$ cat config.mk
export PLATFORM = sky130hd
export DESIGN_NAME = logic_cell
export DESIGN_NICKNAME = d
export VERILOG_FILES = /design/src/cell_pkg.sv /design/src/logic_cell.sv
export VERILOG_INCLUDE_DIRS = /design/src /design/src/src
export SDC_FILE = /design/constraint.sdc
export NUM_CORES = 1
export LEC_CHECK = 0
export BUFFER_PORTS_ARGS = -buffer_cell sky130_fd_sc_hd__buf_2
export CORE_MARGIN = 4
export CORE_UTILIZATION = 26
export CTS_CLUSTER_DIAMETER = 80
export DETAILED_ROUTE_END_ITERATION = 12
export GPL_TIMING_DRIVEN = 0
export PLACE_DENSITY = 0.46
export SLEW_MARGIN = 20
export SYNTH_ARGS = -nofsm -noshare
export SYNTH_HDL_FRONTEND = slang
export SYNTH_SLANG_ARGS = --single-unit
$ cat constraint.sdc
create_clock -name sys_clk -period 10.6 [get_ports sys_clk]
set_input_delay 0.53 -clock sys_clk [delete_from_list [all_inputs] [get_ports sys_clk]]
set_output_delay 0.53 -clock sys_clk [all_outputs]
set_load 0.02 [all_outputs]
$ cat src/cell_consts.svh
/*
  Offsets, field positions, reset values and depths of the logic cell.
  Assumes it is included by bare name by the cell design file.
*/
`ifndef CELL_CONSTS_SVH
`define CELL_CONSTS_SVH
`define ADDR_ACC0 5'h00
`define ADDR_ACC1 5'h01
`define ADDR_OPR0 5'h02
`define ADDR_OPR1 5'h03
`define ADDR_QUEUE0 5'h04
`define ADDR_QUEUE1 5'h05
`define ADDR_OR_MASK 5'h06
`define ADDR_CTL 5'h07
`define ADDR_CMP_MASK 5'h08
`define ADDR_POLY 5'h09
`define ADDR_STATUS 5'h0A
`define ADDR_OSEL_LO 5'h0B
`define ADDR_OSEL_HI 5'h0C
`define CFG_PAGE 2'h2
`define CTL_MSB 2:0
`define CTL_Q0_OUT 3
`define CTL_Q1_OUT 4
`define CTL_PAIR 5
`define CTL_CRC 6
`define CTL_CHAIN 7
`define CTL_RST 8'h07
`define OR_MASK_RST 8'h00
`define CMP_MASK_RST 16'hFFFF
`define POLY_RST 8'h00
`define OSEL_RST 24'h000000
`define CFG_RST 16'h0000
`define REG_RST 8'h00
`define QUEUE_DEPTH 4
`define PO_DEPTH 8
`define DP_ADDR 2:0
`define DP_SIN_L 3
`define DP_CIN 4
`define DP_SIN_R 5
`endif

$ cat src/cell_pkg.sv
/*
  Types of the logic cell: configuration word, routing chain bundles,
  logic array setup and the register bus request.
  Assumes nothing beyond a SystemVerilog compiler.
*/
package cell_pkg;
  typedef enum logic [2:0] {
    F_INC, F_DEC, F_ADD, F_SUB, F_AND, F_OR, F_XOR, F_PASS
  } alu_func_t;
  typedef enum logic [1:0] {SH_NONE, SH_LEFT, SH_RIGHT, SH_SWAP} shift_op_t;
  typedef enum logic [1:0] {SRC_ACC0, SRC_ACC1, SRC_OPR0, SRC_OPR1} src_sel_t;
  typedef enum logic [1:0] {WR_HOLD, WR_ALU, WR_QUEUE, WR_SRCB} acc_wr_t;
  typedef struct packed {
    logic po_push;
    logic q_strobe;
    logic cin_route;
    acc_wr_t a1_sel;
    acc_wr_t a0_sel;
    shift_op_t shift;
    src_sel_t srcb;
    src_sel_t srca;
    alu_func_t func;
  } cfg_word_t;
  typedef struct packed {
    logic carry;
    logic shl;
    logic eq;
  } chain_up_t;
  typedef struct packed {
    logic shr;
    logic fb;
  } chain_down_t;
  typedef struct packed {
    logic [7:0][11:0] pt_true;
    logic [7:0][11:0] pt_comp;
    logic [3:0][7:0] or_sel;
    logic [3:0] reg_out;
  } pld_cfg_t;
  typedef struct packed {
    logic wr;
    logic rd;
    logic [4:0] addr;
    logic [15:0] wdata;
  } bus_req_t;
endpackage

$ cat src/logic_cell.sv
/*
  Configurable logic cell: two sum-of-products arrays, an 8-bit datapath
  with two queues, and an 8-deep parallel output buffer.
  Assumes routed inputs, chain inputs and the bus are on sys_clk.
*/
`include "cell_consts.svh"
module byte_fifo #(
  parameter int WIDTH = 8,
  parameter int DEPTH = 4
) (
  input wire logic sys_clk,
  input wire logic nrst,
  input wire logic in_valid,
  output logic in_ready,
  input wire logic [WIDTH-1:0] in_data,
  output logic out_valid,
  input wire logic out_ready,
  output logic [WIDTH-1:0] out_data
);
  localparam int AW = $clog2(DEPTH);
  logic [WIDTH-1:0] mem [DEPTH];
  logic [AW-1:0] wr_ptr;
  logic [AW-1:0] rd_ptr;
  logic [AW:0] count;
  wire push = in_valid & in_ready;
  wire pop = out_valid & out_ready;
  // depth must be a power of two: pointers wrap by overflow
  assign in_ready = count != (AW + 1)'(DEPTH);
  assign out_valid = count != '0;
  assign out_data = mem[rd_ptr];
  always_ff @(posedge sys_clk) begin
    if (push) begin
      mem[wr_ptr] <= in_data;
    end
  end
  always_ff @(posedge sys_clk or negedge nrst) begin
    if (!nrst) begin
      wr_ptr <= '0;
      rd_ptr <= '0;
      count <= '0;
    end else begin
      wr_ptr <= wr_ptr + AW'(push);
      rd_ptr <= rd_ptr + AW'(pop);
      count <= count + (AW + 1)'(push) - (AW + 1)'(pop);
    end
  end
endmodule

module logic_cell #(
  parameter int QDEPTH = `QUEUE_DEPTH,
  parameter int PODEPTH = `PO_DEPTH
) (
  input wire logic sys_clk,
  input wire logic nrst,
  input wire cell_pkg::bus_req_t bus_req,
  output logic [15:0] bus_rdata,
  output logic bus_ack,
  input wire logic [5:0] dp_in,
  output logic [5:0] dp_out,
  input wire cell_pkg::chain_up_t up_in,
  input wire cell_pkg::chain_down_t down_in,
  output cell_pkg::chain_up_t up_out,
  output cell_pkg::chain_down_t down_out,
  input wire logic [1:0][11:0] pld_in,
  input wire cell_pkg::pld_cfg_t [1:0] pld_cfg,
  output logic [1:0][3:0] pld_out,
  output logic [7:0] po_data,
  output logic po_valid,
  input wire logic po_ready
);
  import cell_pkg::*;

  function automatic logic [7:0] pick(input src_sel_t s, input logic [1:0][7:0] a,
                                      input logic [1:0][7:0] d);
    unique case (s)
      SRC_ACC0: return a[0];
      SRC_ACC1: return a[1];
      SRC_OPR0: return d[0];
      SRC_OPR1: return d[1];
    endcase
  endfunction

  // logic arrays
  logic [1:0][7:0] pterm;
  logic [1:0][3:0] sop;
  logic [1:0][3:0] pld_q;
  for (genvar p = 0; p < 2; p++) begin : g_pld
    for (genvar t = 0; t < 8; t++) begin : g_pt
      wire [11:0] tm = pld_cfg[p].pt_true[t];
      wire [11:0] cm = pld_cfg[p].pt_comp[t];
      // an empty term reads low so that an unused term never forces a sum high
      assign pterm[p][t] = (|(tm | cm)) & (&((pld_in[p] | ~tm) & (~pld_in[p] | ~cm)));
    end
    for (genvar o = 0; o < 4; o++) begin : g_out
      assign sop[p][o] = |(pterm[p] & pld_cfg[p].or_sel[o]);
      assign pld_out[p][o] = pld_cfg[p].reg_out[o] ? pld_q[p][o] : sop[p][o];
    end
  end
  always_ff @(posedge sys_clk or negedge nrst) begin
    if (!nrst) begin
      pld_q <= '0;
    end else begin
      pld_q <= sop;
    end
  end

  // working and setup registers
  logic [1:0][7:0] acc;
  logic [1:0][7:0] opr;
  logic [1:0][7:0] next_acc;
  logic [1:0][7:0] next_opr;
  logic [15:0] cfg_ram [8];
  logic [7:0] or_mask;
  logic [7:0] ctl;
  logic [7:0] poly;
  logic [15:0] cmp_mask;
  logic [23:0] osel;
  cfg_word_t cfg;
  assign cfg = cfg_word_t'(cfg_ram[dp_in[`DP_ADDR]]);

  wire [2:0] msb = ctl[`CTL_MSB];
  wire chain = ctl[`CTL_CHAIN];
  wire crc_mode = ctl[`CTL_CRC];
  wire [1:0] q_out_dir = {ctl[`CTL_Q1_OUT], ctl[`CTL_Q0_OUT]};
  wire [7:0] wmask = 8'hFF >> (3'h7 - msb);
  wire [3:0] top = {1'b0, msb} + 4'h1;

  // operands and ALU
  wire [7:0] srca = pick(cfg.srca, acc, opr);
  wire [7:0] srcb = pick(cfg.srcb, acc, opr);
  wire cin = chain ? up_in.carry : dp_in[`DP_CIN];
  wire sin_l = chain ? up_in.shl : dp_in[`DP_SIN_L];
  wire sin_r = chain ? down_in.shr : dp_in[`DP_SIN_R];
  wire incdec = cfg.func == F_INC || cfg.func == F_DEC;
  wire ci = cfg.cin_route ? cin : incdec;
  wire [7:0] am = srca & wmask;
  wire [7:0] bm = incdec ? 8'h00 : (srcb & wmask);
  wire [8:0] sum9 = {1'b0, am} + {1'b0, bm} + {8'h00, ci};
  wire [8:0] dif9 = {1'b0, am} - {1'b0, bm} - {8'h00, ci};
  wire is_sub = cfg.func == F_DEC || cfg.func == F_SUB;
  wire is_arith = !cfg.func[2];
  logic [7:0] alu;
  always_comb begin
    unique case (cfg.func)
      F_INC, F_ADD: alu = sum9[7:0];
      F_DEC, F_SUB: alu = dif9[7:0];
      F_AND: alu = srca & srcb;
      F_OR: alu = srca | srcb;
      F_XOR: alu = srca ^ srcb;
      F_PASS: alu = srca;
    endcase
  end
  // carry and overflow are taken at the programmed top bit
  wire carry = is_arith & (is_sub ? dif9[top] : sum9[top]);
  wire sa = am[msb];
  wire sb = bm[msb];
  wire sr = alu[msb];
  wire ovf = is_arith & (is_sub ? (sa != sb) : (sa == sb)) & (sr != sa);

  // CRC/PRS step: feedback from the top cell travels down the chain
  wire fb = chain ? down_in.fb : (srca[msb] ^ sin_l);
  wire [7:0] crc = ({srca[6:0], chain & up_in.shl} ^ (fb ? poly : 8'h00)) & wmask;

  // shift, swap and mask stage
  logic [7:0] shifted;
  always_comb begin
    unique case (cfg.shift)
      SH_NONE: shifted = alu;
      SH_LEFT: shifted = {alu[6:0], sin_l} & wmask;
      SH_RIGHT: shifted = ((alu & wmask) >> 1) | ({7'h00, sin_r} << msb);
      SH_SWAP: shifted = {alu[3:0], alu[7:4]};
    endcase
  end
  wire [7:0] result = (crc_mode ? crc : shifted) | or_mask;
  assign up_out.carry = carry;
  assign up_out.shl = crc_mode ? srca[msb] : alu[msb];
  assign down_out.shr = alu[0];
  assign down_out.fb = fb;

  // compares and detectors
  wire pair = ctl[`CTL_PAIR];
  wire [7:0] c0a = acc[0] & cmp_mask[7:0];
  wire [7:0] c0b = (pair ? acc[1] : opr[0]) & cmp_mask[7:0];
  wire [7:0] c1a = acc[1] & cmp_mask[15:8];
  wire [7:0] c1b = (pair ? opr[0] : opr[1]) & cmp_mask[15:8];
  wire eq0 = (c0a == c0b) & (!chain | up_in.eq);
  assign up_out.eq = eq0;
  wire lt0 = c0a < c0b;
  wire eq1 = c1a == c1b;
  wire lt1 = c1a < c1b;
  wire [1:0] zero_det = {(acc[1] & wmask) == 8'h00, (acc[0] & wmask) == 8'h00};
  wire [1:0] ones_det = {(acc[1] & wmask) == wmask, (acc[0] & wmask) == wmask};

  // queues and output buffer
  logic [1:0] q_in_valid;
  logic [1:0] q_in_ready;
  logic [1:0] q_out_valid;
  logic [1:0] q_out_ready;
  logic [1:0][7:0] q_in_data;
  logic [1:0][7:0] q_head;
  logic po_in_ready;
  // a full output buffer stalls every datapath update rather than losing a word; bus writes still land
  wire stall = cfg.po_push & !po_in_ready;
  wire go = !stall;
  wire [15:0] cond = {po_valid, !q_in_ready[1], !q_out_valid[1], !q_in_ready[0],
                      !q_out_valid[0], down_out.shr, carry, ovf, ones_det, zero_det,
                      lt1, eq1, lt0, eq0};
  wire bus_q_wr0 = bus_req.wr && bus_req.addr == `ADDR_QUEUE0;
  wire bus_q_wr1 = bus_req.wr && bus_req.addr == `ADDR_QUEUE1;
  wire bus_q_rd0 = bus_req.rd && bus_req.addr == `ADDR_QUEUE0;
  wire bus_q_rd1 = bus_req.rd && bus_req.addr == `ADDR_QUEUE1;
  wire [1:0] bus_q_wr = {bus_q_wr1, bus_q_wr0};
  wire [1:0] bus_q_rd = {bus_q_rd1, bus_q_rd0};
  wire [1:0] a_wr = {bus_req.wr && bus_req.addr == `ADDR_ACC1,
                     bus_req.wr && bus_req.addr == `ADDR_ACC0};
  wire [1:0] d_wr = {bus_req.wr && bus_req.addr == `ADDR_OPR1,
                     bus_req.wr && bus_req.addr == `ADDR_OPR0};
  acc_wr_t [1:0] a_sel;
  assign a_sel[0] = cfg.a0_sel;
  assign a_sel[1] = cfg.a1_sel;

  for (genvar n = 0; n < 2; n++) begin : g_q
    wire from_q = go & !q_out_dir[n] & q_out_valid[n];
    wire take_a = from_q & (a_sel[n] == WR_QUEUE);
    wire take_d = from_q & cfg.q_strobe;
    // input buffer: bus fills, datapath drains; output buffer: the reverse
    assign q_in_valid[n] = q_out_dir[n] ? (go & cfg.q_strobe) : bus_q_wr[n];
    assign q_in_data[n] = q_out_dir[n] ? result : bus_req.wdata[7:0];
    assign q_out_ready[n] = q_out_dir[n] ? bus_q_rd[n] : (take_a | take_d);
    assign next_acc[n] = a_wr[n] ? bus_req.wdata[7:0] :
                         !go ? acc[n] :
                         a_sel[n] == WR_ALU ? result :
                         a_sel[n] == WR_SRCB ? srcb :
                         take_a ? q_head[n] : acc[n];
    assign next_opr[n] = d_wr[n] ? bus_req.wdata[7:0] : take_d ? q_head[n] : opr[n];
    byte_fifo #(.WIDTH(8), .DEPTH(QDEPTH)) u_queue (
      .sys_clk(sys_clk),
      .nrst(nrst),
      .in_valid(q_in_valid[n]),
      .in_ready(q_in_ready[n]),
      .in_data(q_in_data[n]),
      .out_valid(q_out_valid[n]),
      .out_ready(q_out_ready[n]),
      .out_data(q_head[n])
    );
  end

  byte_fifo #(.WIDTH(8), .DEPTH(PODEPTH)) u_po (
    .sys_clk(sys_clk),
    .nrst(nrst),
    .in_valid(cfg.po_push),
    .in_ready(po_in_ready),
    .in_data(result),
    .out_valid(po_valid),
    .out_ready(po_ready),
    .out_data(po_data)
  );

  // register bus
  wire cfg_hit = bus_req.addr[4:3] == `CFG_PAGE;
  logic [15:0] rd_mux;
  always_comb begin
    rd_mux = 16'h0000;
    if (cfg_hit) begin
      rd_mux = cfg_ram[bus_req.addr[2:0]];
    end else begin
      case (bus_req.addr)
        `ADDR_ACC0: rd_mux = {8'h00, acc[0]};
        `ADDR_ACC1: rd_mux = {8'h00, acc[1]};
        `ADDR_OPR0: rd_mux = {8'h00, opr[0]};
        `ADDR_OPR1: rd_mux = {8'h00, opr[1]};
        `ADDR_QUEUE0: rd_mux = q_out_valid[0] ? {8'h00, q_head[0]} : 16'h0000;
        `ADDR_QUEUE1: rd_mux = q_out_valid[1] ? {8'h00, q_head[1]} : 16'h0000;
        `ADDR_OR_MASK: rd_mux = {8'h00, or_mask};
        `ADDR_CTL: rd_mux = {8'h00, ctl};
        `ADDR_CMP_MASK: rd_mux = cmp_mask;
        `ADDR_POLY: rd_mux = {8'h00, poly};
        `ADDR_STATUS: rd_mux = cond;
        `ADDR_OSEL_LO: rd_mux = osel[15:0];
        `ADDR_OSEL_HI: rd_mux = {8'h00, osel[23:16]};
        default: rd_mux = 16'h0000;
      endcase
    end
  end

  // routed condition outputs, each picks one of sixteen conditions
  logic [5:0] next_dp_out;
  for (genvar i = 0; i < 6; i++) begin : g_dpo
    assign next_dp_out[i] = cond[osel[i*4 +: 4]];
  end

  always_ff @(posedge sys_clk or negedge nrst) begin
    if (!nrst) begin
      acc <= {2{`REG_RST}};
      opr <= {2{`REG_RST}};
      or_mask <= `OR_MASK_RST;
      ctl <= `CTL_RST;
      poly <= `POLY_RST;
      cmp_mask <= `CMP_MASK_RST;
      osel <= `OSEL_RST;
      bus_rdata <= 16'h0000;
      bus_ack <= 1'b0;
      dp_out <= 6'h00;
    end else begin
      acc <= next_acc;
      opr <= next_opr;
      bus_rdata <= bus_req.rd ? rd_mux : 16'h0000;
      bus_ack <= bus_req.rd | bus_req.wr;
      dp_out <= next_dp_out;
      if (bus_req.wr) begin
        case (bus_req.addr)
          `ADDR_OR_MASK: or_mask <= bus_req.wdata[7:0];
          `ADDR_CTL: ctl <= bus_req.wdata[7:0];
          `ADDR_POLY: poly <= bus_req.wdata[7:0];
          `ADDR_CMP_MASK: cmp_mask <= bus_req.wdata;
          `ADDR_OSEL_LO: osel[15:0] <= bus_req.wdata;
          `ADDR_OSEL_HI: osel[23:16] <= bus_req.wdata[7:0];
          default: ;
        endcase
      end
    end
  end
  // configuration store holds its content across reset only by rewriting
  always_ff @(posedge sys_clk or negedge nrst) begin
    if (!nrst) begin
      for (int k = 0; k < 8; k++) begin
        cfg_ram[k] <= `CFG_RST;
      end
    end else if (bus_req.wr && cfg_hit) begin
      cfg_ram[bus_req.addr[2:0]] <= bus_req.wdata;
    end
  end
endmodule

Yosys cells after proc, flatten, opt, wreduce, memory -nomap -nowiden
Memory sizes are Yosys's and may differ from the RTL's.
Index checks and enable logic that the tools add are counted.
- $add $sub $neg: 18
- $lt $le $gt $ge: 13
- equal/unequal tests: 47
- shifts and indexed selects: 2
- muxes and demuxes: 89
- bitwise operators: 167
- reduce and logical (&&, ||, !) cells: 86
- operator list (kind ; count):
    $or A12 B12 Y12 ; 48
    $not A12 Y12 ; 34
    $pmux W16 S13 ; 1
    $and A12 B12 Y12 ; 16
    $reduce_and A12 Y1 ; 16
    $reduce_or A12 Y1 ; 16
    $mux W8 ; 23
    $and A8 B8 Y8 ; 20
    $bwmux W128 ; 1
    $mux W16 ; 7
    $bmux W16 S3 ; 2
    $pmux W8 S4 ; 3
    $reduce_or A8 Y1 ; 8
    $demux W16 S3 ; 1
    $pmux W8 S6 ; 1
    $mux W1 ; 38
    $and A1 B1 Y1 ; 37
    $lt A4 B5 Y1 const B ; 7
    $bmux W1 S4 ; 8
    $eq A8 B8 Y1 ; 4
    $eq A5 B4 Y1 const B ; 5
    $eq A2 B2 Y1 const B ; 11
    $eq A5 B3 Y1 const B ; 4
    $logic_not A8 Y1 ; 2
    other kinds (46) ; 109
- bits in registers: 279
- memory bits (writable): 128
- bits of input ports: 517
- output and inout bits: 45
- logic and storage cells: 457
- memories kept: 3
- memories (name ; depth ; bits a word ; read ports ; clocked after Yosys merged registers in ; write ports ; line ; source):
    u_po.mem ; 8 ; 8 ; 1 ; 0 ; 1 ; logic_cell.sv:21 ; logic [WIDTH-1:0] mem [DEPTH];
    g_q[0].u_queue.mem ; 4 ; 8 ; 1 ; 0 ; 1 ; logic_cell.sv:21 ;
    g_q[1].u_queue.mem ; 4 ; 8 ; 1 ; 0 ; 1 ; logic_cell.sv:21 ;

Depth between registers and ports, before layout
- word-level depth: 19
- depth in mapped cells: 29
- mapped depth without buffers: 26

Modules after synthesis
Synthesis repeated with hierarchy kept, for this count alone.
- cells, all modules: 2646
- area, all modules: 28827.6 µm²
- by module, submodules not included (module ; times used ; cells each ; area each (µm²) ; sequential area each (µm²)):
    logic_cell ; 1 ; 2352 ; 22680.5 ; 6404.9
    byte_fifo at u_po ; 1 ; 146 ; 3032.9 ; 2172.1
    byte_fifo at g_q[1].u_queue ; 1 ; 74 ; 1557.7 ; 1136.1
    byte_fifo at g_q[0].u_queue ; 1 ; 74 ; 1556.5 ; 1136.1

Worst setup path after synthesis
Ideal clock, no wire load.
- path kind: in2out
- from: input dp_in[0]
- to: output up_out[2] in the netlist's numbering
- data arrival time: 5.633 ns
- required time: 10.070 ns
- path slack: 4.437 ns
- stages on the path: 21
- buffers on the path: 5
- cell sequence: buf_6 buf_2 buf_1 mux4_2 mux2i_1 mux2i_1 o22a_1 ha_1 or2_2 ha_1 or4_1 a31oi_1 nor2_1 xor2_1 o221ai_1 and3_1 o31a_1 or4_1 buf_2 inv_1 buf_4
- cells in the longest elaborated chain, start to end: 14
- elaborated cells between the ends (all ways): 34
- classes of those cells: 4 x add/sub; 8 x eq/ne; 12 x mux; 4 x bitwise; 6 x reduce/logical
- RTL lines (what ; line ; source):
    from (decl) ; logic_cell.sv:58 ; input wire logic [5:0] dp_in,
    $not A3 Y4 (*) ; logic_cell.sv:119 ; assign cfg = cfg_word_t'(cfg_ram[dp_in[`DP_ADDR]]);
    $bmux W16 S3 (*) ; logic_cell.sv:119 ;
    $mux W16 (*) (2 in series) ; logic_cell.sv:119 ;
    $eq A2 B2 Y1, or another cell as far along ; logic_cell.sv:75 ; unique case (s)
    $pmux W8 S4 ; logic_cell.sv:75 ;
    $and A8 B8 Y8 ; logic_cell.sv:137 ; wire [7:0] bm = incdec ? 8'h00 : (srcb & wmask);
    $mux W8 ; logic_cell.sv:137 ;
    $add A8 B8 Y9 / $sub A8 B8 Y9 (equally long branches) ; logic_cell.sv:138, logic_cell.sv:139 ;
    $add A9 B1 Y9 / $sub A9 B1 Y9 (equally long branches) ; logic_cell.sv:138, logic_cell.sv:139 ;
    $bmux W1 S4 ; logic_cell.sv:154 ; wire carry = is_arith & (is_sub ? dif9[top] : sum9[top]);
    $mux W1 (not written as such) ; logic_cell.sv:154 ;
    $mux W1 ; logic_cell.sv:154 ;
    $and A1 B1 Y1 (*) ; logic_cell.sv:154 ;
    to (decl) ; logic_cell.sv:62 ; output cell_pkg::chain_up_t up_out,
Mark *: on every way between the ends. The rest lies on a longest branch, timed or not. The select of a mux whose other input is x is not followed.

Worst setup path after layout
- from: register cfg_ram[86] in the netlist's numbering
- to: output up_out[2] in the netlist's numbering
- cells in the longest elaborated chain, start to end: 13
- elaborated cells between the ends (all ways): 20
- classes of those cells: 4 x add/sub; 3 x eq/ne; 10 x mux; 2 x bitwise; 1 x reduce/logical
- RTL lines (what ; line ; source):
    from (decl) ; logic_cell.sv:112 ; logic [15:0] cfg_ram [8];
    from (signal, indexed assignment) ; logic_cell.sv:327 ; cfg_ram[k] <= `CFG_RST;
    from (signal, indexed assignment) ; logic_cell.sv:330 ; cfg_ram[bus_req.addr[2:0]] <= bus_req.wdata;
    $bmux W16 S3 (*) ; logic_cell.sv:119 ;
    $mux W16 (*) (2 in series) ; logic_cell.sv:119 ;
    $eq A2 B2 Y1, or another cell as far along ; logic_cell.sv:75 ;
    $pmux W8 S4 (*) ; logic_cell.sv:75 ;
    $and A8 B8 Y8 (*) ; logic_cell.sv:137 ;
    $mux W8 (*) ; logic_cell.sv:137 ;
    $add A8 B8 Y9 / $sub A8 B8 Y9 (equally long branches) ; logic_cell.sv:138, logic_cell.sv:139 ;
    $add A9 B1 Y9 / $sub A9 B1 Y9 (equally long branches) ; logic_cell.sv:138, logic_cell.sv:139 ;
    $bmux W1 S4 ; logic_cell.sv:154 ;
    $mux W1 (not written as such) ; logic_cell.sv:154 ;
    $mux W1 (*) ; logic_cell.sv:154 ;
    $and A1 B1 Y1 (*) ; logic_cell.sv:154 ;
Marked as above.

==> metrics.md <==
| Metric | Value |
|---|---|
| Initial DRC count | approximately 2.1k |
| Vias in the first global route | 25.46k |
| Total gr overflow | 0 |
| Final WL | 140,600 µm |
| Post-CTS Resized | 0 |
| Most numerous cell in the Yosys netlist | mux2i_1 |
| Total power | 7.763 mW |
| Effective utilization at floorplan | 26.21% |
| RSZ-0062 raised after global routing | false |
| Area leader, netlist | dfrtp_1 |
| Static leakage | 14.57 nW |
| Clock Tree Buf Depth | 3 |
| ANT nets after route | 0 |
| CORE AREA | 107,200 µm² |
| CTS tree | built |
| M2 GR Usage | 40.23% |
| Critical path type | reg2out |
| Peak supply drop | 134.6 µV |
| Via density | 5.537 |
| Worst skew pair latency | 0.63 ns |
| Initial antenna violation count | 63 |
| GR peak layer | met2 |
| Hold buffer count at CTS | 1 |
| Worst Path Required | 10.07 ns |
| Largest net degree at the start of global routing | 88 |
| Chip height | 336.8 µm |
| Synth cell count leaders | mux2i_1, dfrtp_1, mux2_2, nand2_1, nor2_1 |
| CP endpoint kind | primary output |
| Filler cell count | 11.11k |
| H-tree levels | 2 |
| Syn nets | 3,126 |
| Setup Fix Bufs, Post-CTS | 0 |
| Fmax achieved | 121.6 MHz |
| Fin worst setup slack | 2.375 ns |
| Yosys top cell area share | 23.15% |
| CTS Root Cell | clkbuf_16 |
| CP max FO | 10 |
| Measured slew at the worst slew-check pin | 1.237 ns |
| TNS Setup | 0 ns |
| PwrDens | roughly 220 nW/µm² |
| Final Util | 32.23% |
| # IOs | around 560 |
| Worst rel slew slack | approximately 17% |
| Status | finished clean |
| Routed WL per cell | between 30 and 40 µm |
| Post-synth ARST share | roughly two thirds |
| Share of cells above drive strength 1 | 34.80% |
| Cells after synthesis | 2,531 |
| Clock period minus worst slack | 8.225 ns |
| Detailed Place HPWL | 111,500 µm |
| CTS Sinks | roughly 400 |
| Number of flops mapped to enable cells by yosys | 128 |
| #FFs+latches synth | 407 |
| GRT Util Overall | 24.03% |
| Netlist cell types | 95 |
| Synthesized area | about 28,000 µm² |
| Post-Place Setup Slack | around 2.4 ns |
| Hold/Removal Path Class | in2reg |
| Routing usage on met3 | about 6% |
| Slew Viols, Final | 0 |
| Worst EP arrival | approximately 7.7 ns |
| Prevailing post-synth register cell | dfrtp_1 |
| Largest cells by area after synthesis | dfrtp_1, edfxtp_1, mux2_2 |
| Endpoints failing hold | 0 |
| Total of max-cap violations | 0 |
| Avg Cell Area, Syn | 11.10 µm² |
| DIE AREA | 113,400 µm² |
| First-pass GRT wire length | about 200,000 µm |
| IO Port Bufs | 517 |
| CTS Buf Count | 50 |
| Final Skew | between 0.02 and 0.025 ns |
| Vias | 25.45k |
| Reg clk slew, reported paths | around 0.06 ns |
| Final period util | 77.59% |
| DRC | 0 |
| Hold WS | 0.1765 ns |
| P&R area growth vs syn | 22.93% |
| Die Wd | between 300 and 400 µm |
| Startpoint types | flop |
| First drt pass iteration count | 6 |
| NumNets Final | 3,710 |
| Met1 usage | 28.79% |
| Routability cong. | 0.9550 |
| Row count | 120 |
| Sequential share of the synthesized area | 38.60% |
| Final setup vio count | 0 |
| Synth warnings | 0 |
## worst paths after layout
path | start | slack [ns] | depth (start not counted) | endpoint
min | pld_cfg[6] | 0.18 | 3 | pld_q[0]
min reg2reg | g_q[0].u_queue.rd_ptr[0] | 0.50 | 1 | g_q[0].u_queue.rd_ptr[0]
max in group asynchronous | nrst | 9.35 | 3 | pld_q[5]
max | cfg_ram[86] | 2.38 | 21 | up_out[2]
max reg2reg | cfg_ram[86] | 3.32 | 19 | dp_out[0]
min in group asynchronous | nrst | 0.40 | 2 | cfg_ram[77]
## sequential cells by signal, summed over array words and instances (netlist names), 16 cells and up
| register | cells |
|---|---|
| cfg_ram | 128 |
| cmp_mask | 16 |
| opr | 16 |
| osel | 24 |
| g_q.u_queue.mem | 64 |
| acc | 16 |
| u_po.mem | 64 |
| bus_rdata | 16 |
## worst max-delay path: stages (launching register included)
cell and delay [ns]:
dfrtp_1 0.40, mux4_2 0.51, mux2i_4 0.58, buf_2 0.42, mux2i_1 0.12, mux2i_1 0.60, inv_1 0.13, nor3_1 0.45
ha_1 0.33, clkbuf_1 0.22, or4_1 0.56, a31oi_1 0.35, nor2_1 0.12, xor2_1 0.34, o221ai_1 0.16, and3_1 0.20
o31a_1 0.22, or4_1 0.69, buf_2 0.31, inv_1 0.09, buf_4 0.10, buf_2 0.15
## cell type report
class	count	area (µm²)	area share, %
Multi-Input combinational cell	1863	16360	47.35
Sequential cell	407	10850	31.40
Timing Repair Buffer	532	2761	7.993
Tap cell	1403	1755	5.081
Clock buffer	68	1409	4.078
Buffer	171	708.2	2.050
Inverter	90	340.3	0.9851
Clock inverter	24	271.5	0.7859
Antenna cell	38	95.09	0.2752
## layer usage
| metal | up-vias | share of wire (%) |
|---|---|---|
| met3 | 328 | 8.2 |
| met4 | 16 | 5.3 |
| li1 | 11060 | - |
| met2 | 1243 | 48 |
| met1 | 12800 | 39 |
| met5 | - | 0.078 |
## layout by cell type, fill, tap and decap left out, types with 14 or more instances in the layout
master,count
diode_2,38
a21oi_1,102
nor2b_1,22
a211oi_1,19
nand2_1,160
nand2b_1,18
nand4_1,79
ha_1,73
a2111oi_0,14
a22oi_1,60
xnor2_1,17
a221oi_1,15
nand3_1,36
clkbuf_1,128
mux2_2,257
o21ai_0,64
and3_1,14
o211ai_1,15
edfxtp_1,128
dfrtp_1,260
mux2i_1,276
nor4_1,105
buf_1,31
clkbuf_16,50
nor2_1,132
and2_1,28
inv_1,85
mux4_2,117
dfstp_2,19
buf_2,532
nor3_1,33
## kinds of logic (layout without fill, tap and decap cells)
kind of cell / Yosys count / in the layout / share of synthesized area, %
other: 0 / 38 / 0
adder cells (fa/ha/maj): 78 / 78 / 3.606
AO/OA/AOI/OAI: 417 / 417 / 10.57
multiplexers: 664 / 664 / 30.33
AND/OR/NAND/NOR: 676 / 676 / 12.30
buffers and inverters: 261 / 885 / 3.726
flip-flops: 407 / 407 / 38.60
XOR/XNOR: 28 / 28 / 0.8726
## report_power, final
part           total (mW)  switching (mW)  leakage, nW  internal, mW
Sequential           2.40           0.386         4.65          2.02
Combinational        3.59            2.19         9.09          1.40
Clock                1.77           0.735        0.830          1.04
Total                7.76            3.31         14.6          4.46
## metrics by stage
stage,cell area (µm²),cells
6_report,34550,4596
5_1_grt,34530,4587
4_1_cts,34440,4558
3_5_place_dp,32750,4465
3_3_place_gp,32450,4451
2_1_floorplan,28100,2531
Note: power is estimated with default switching activity, not from simulation.
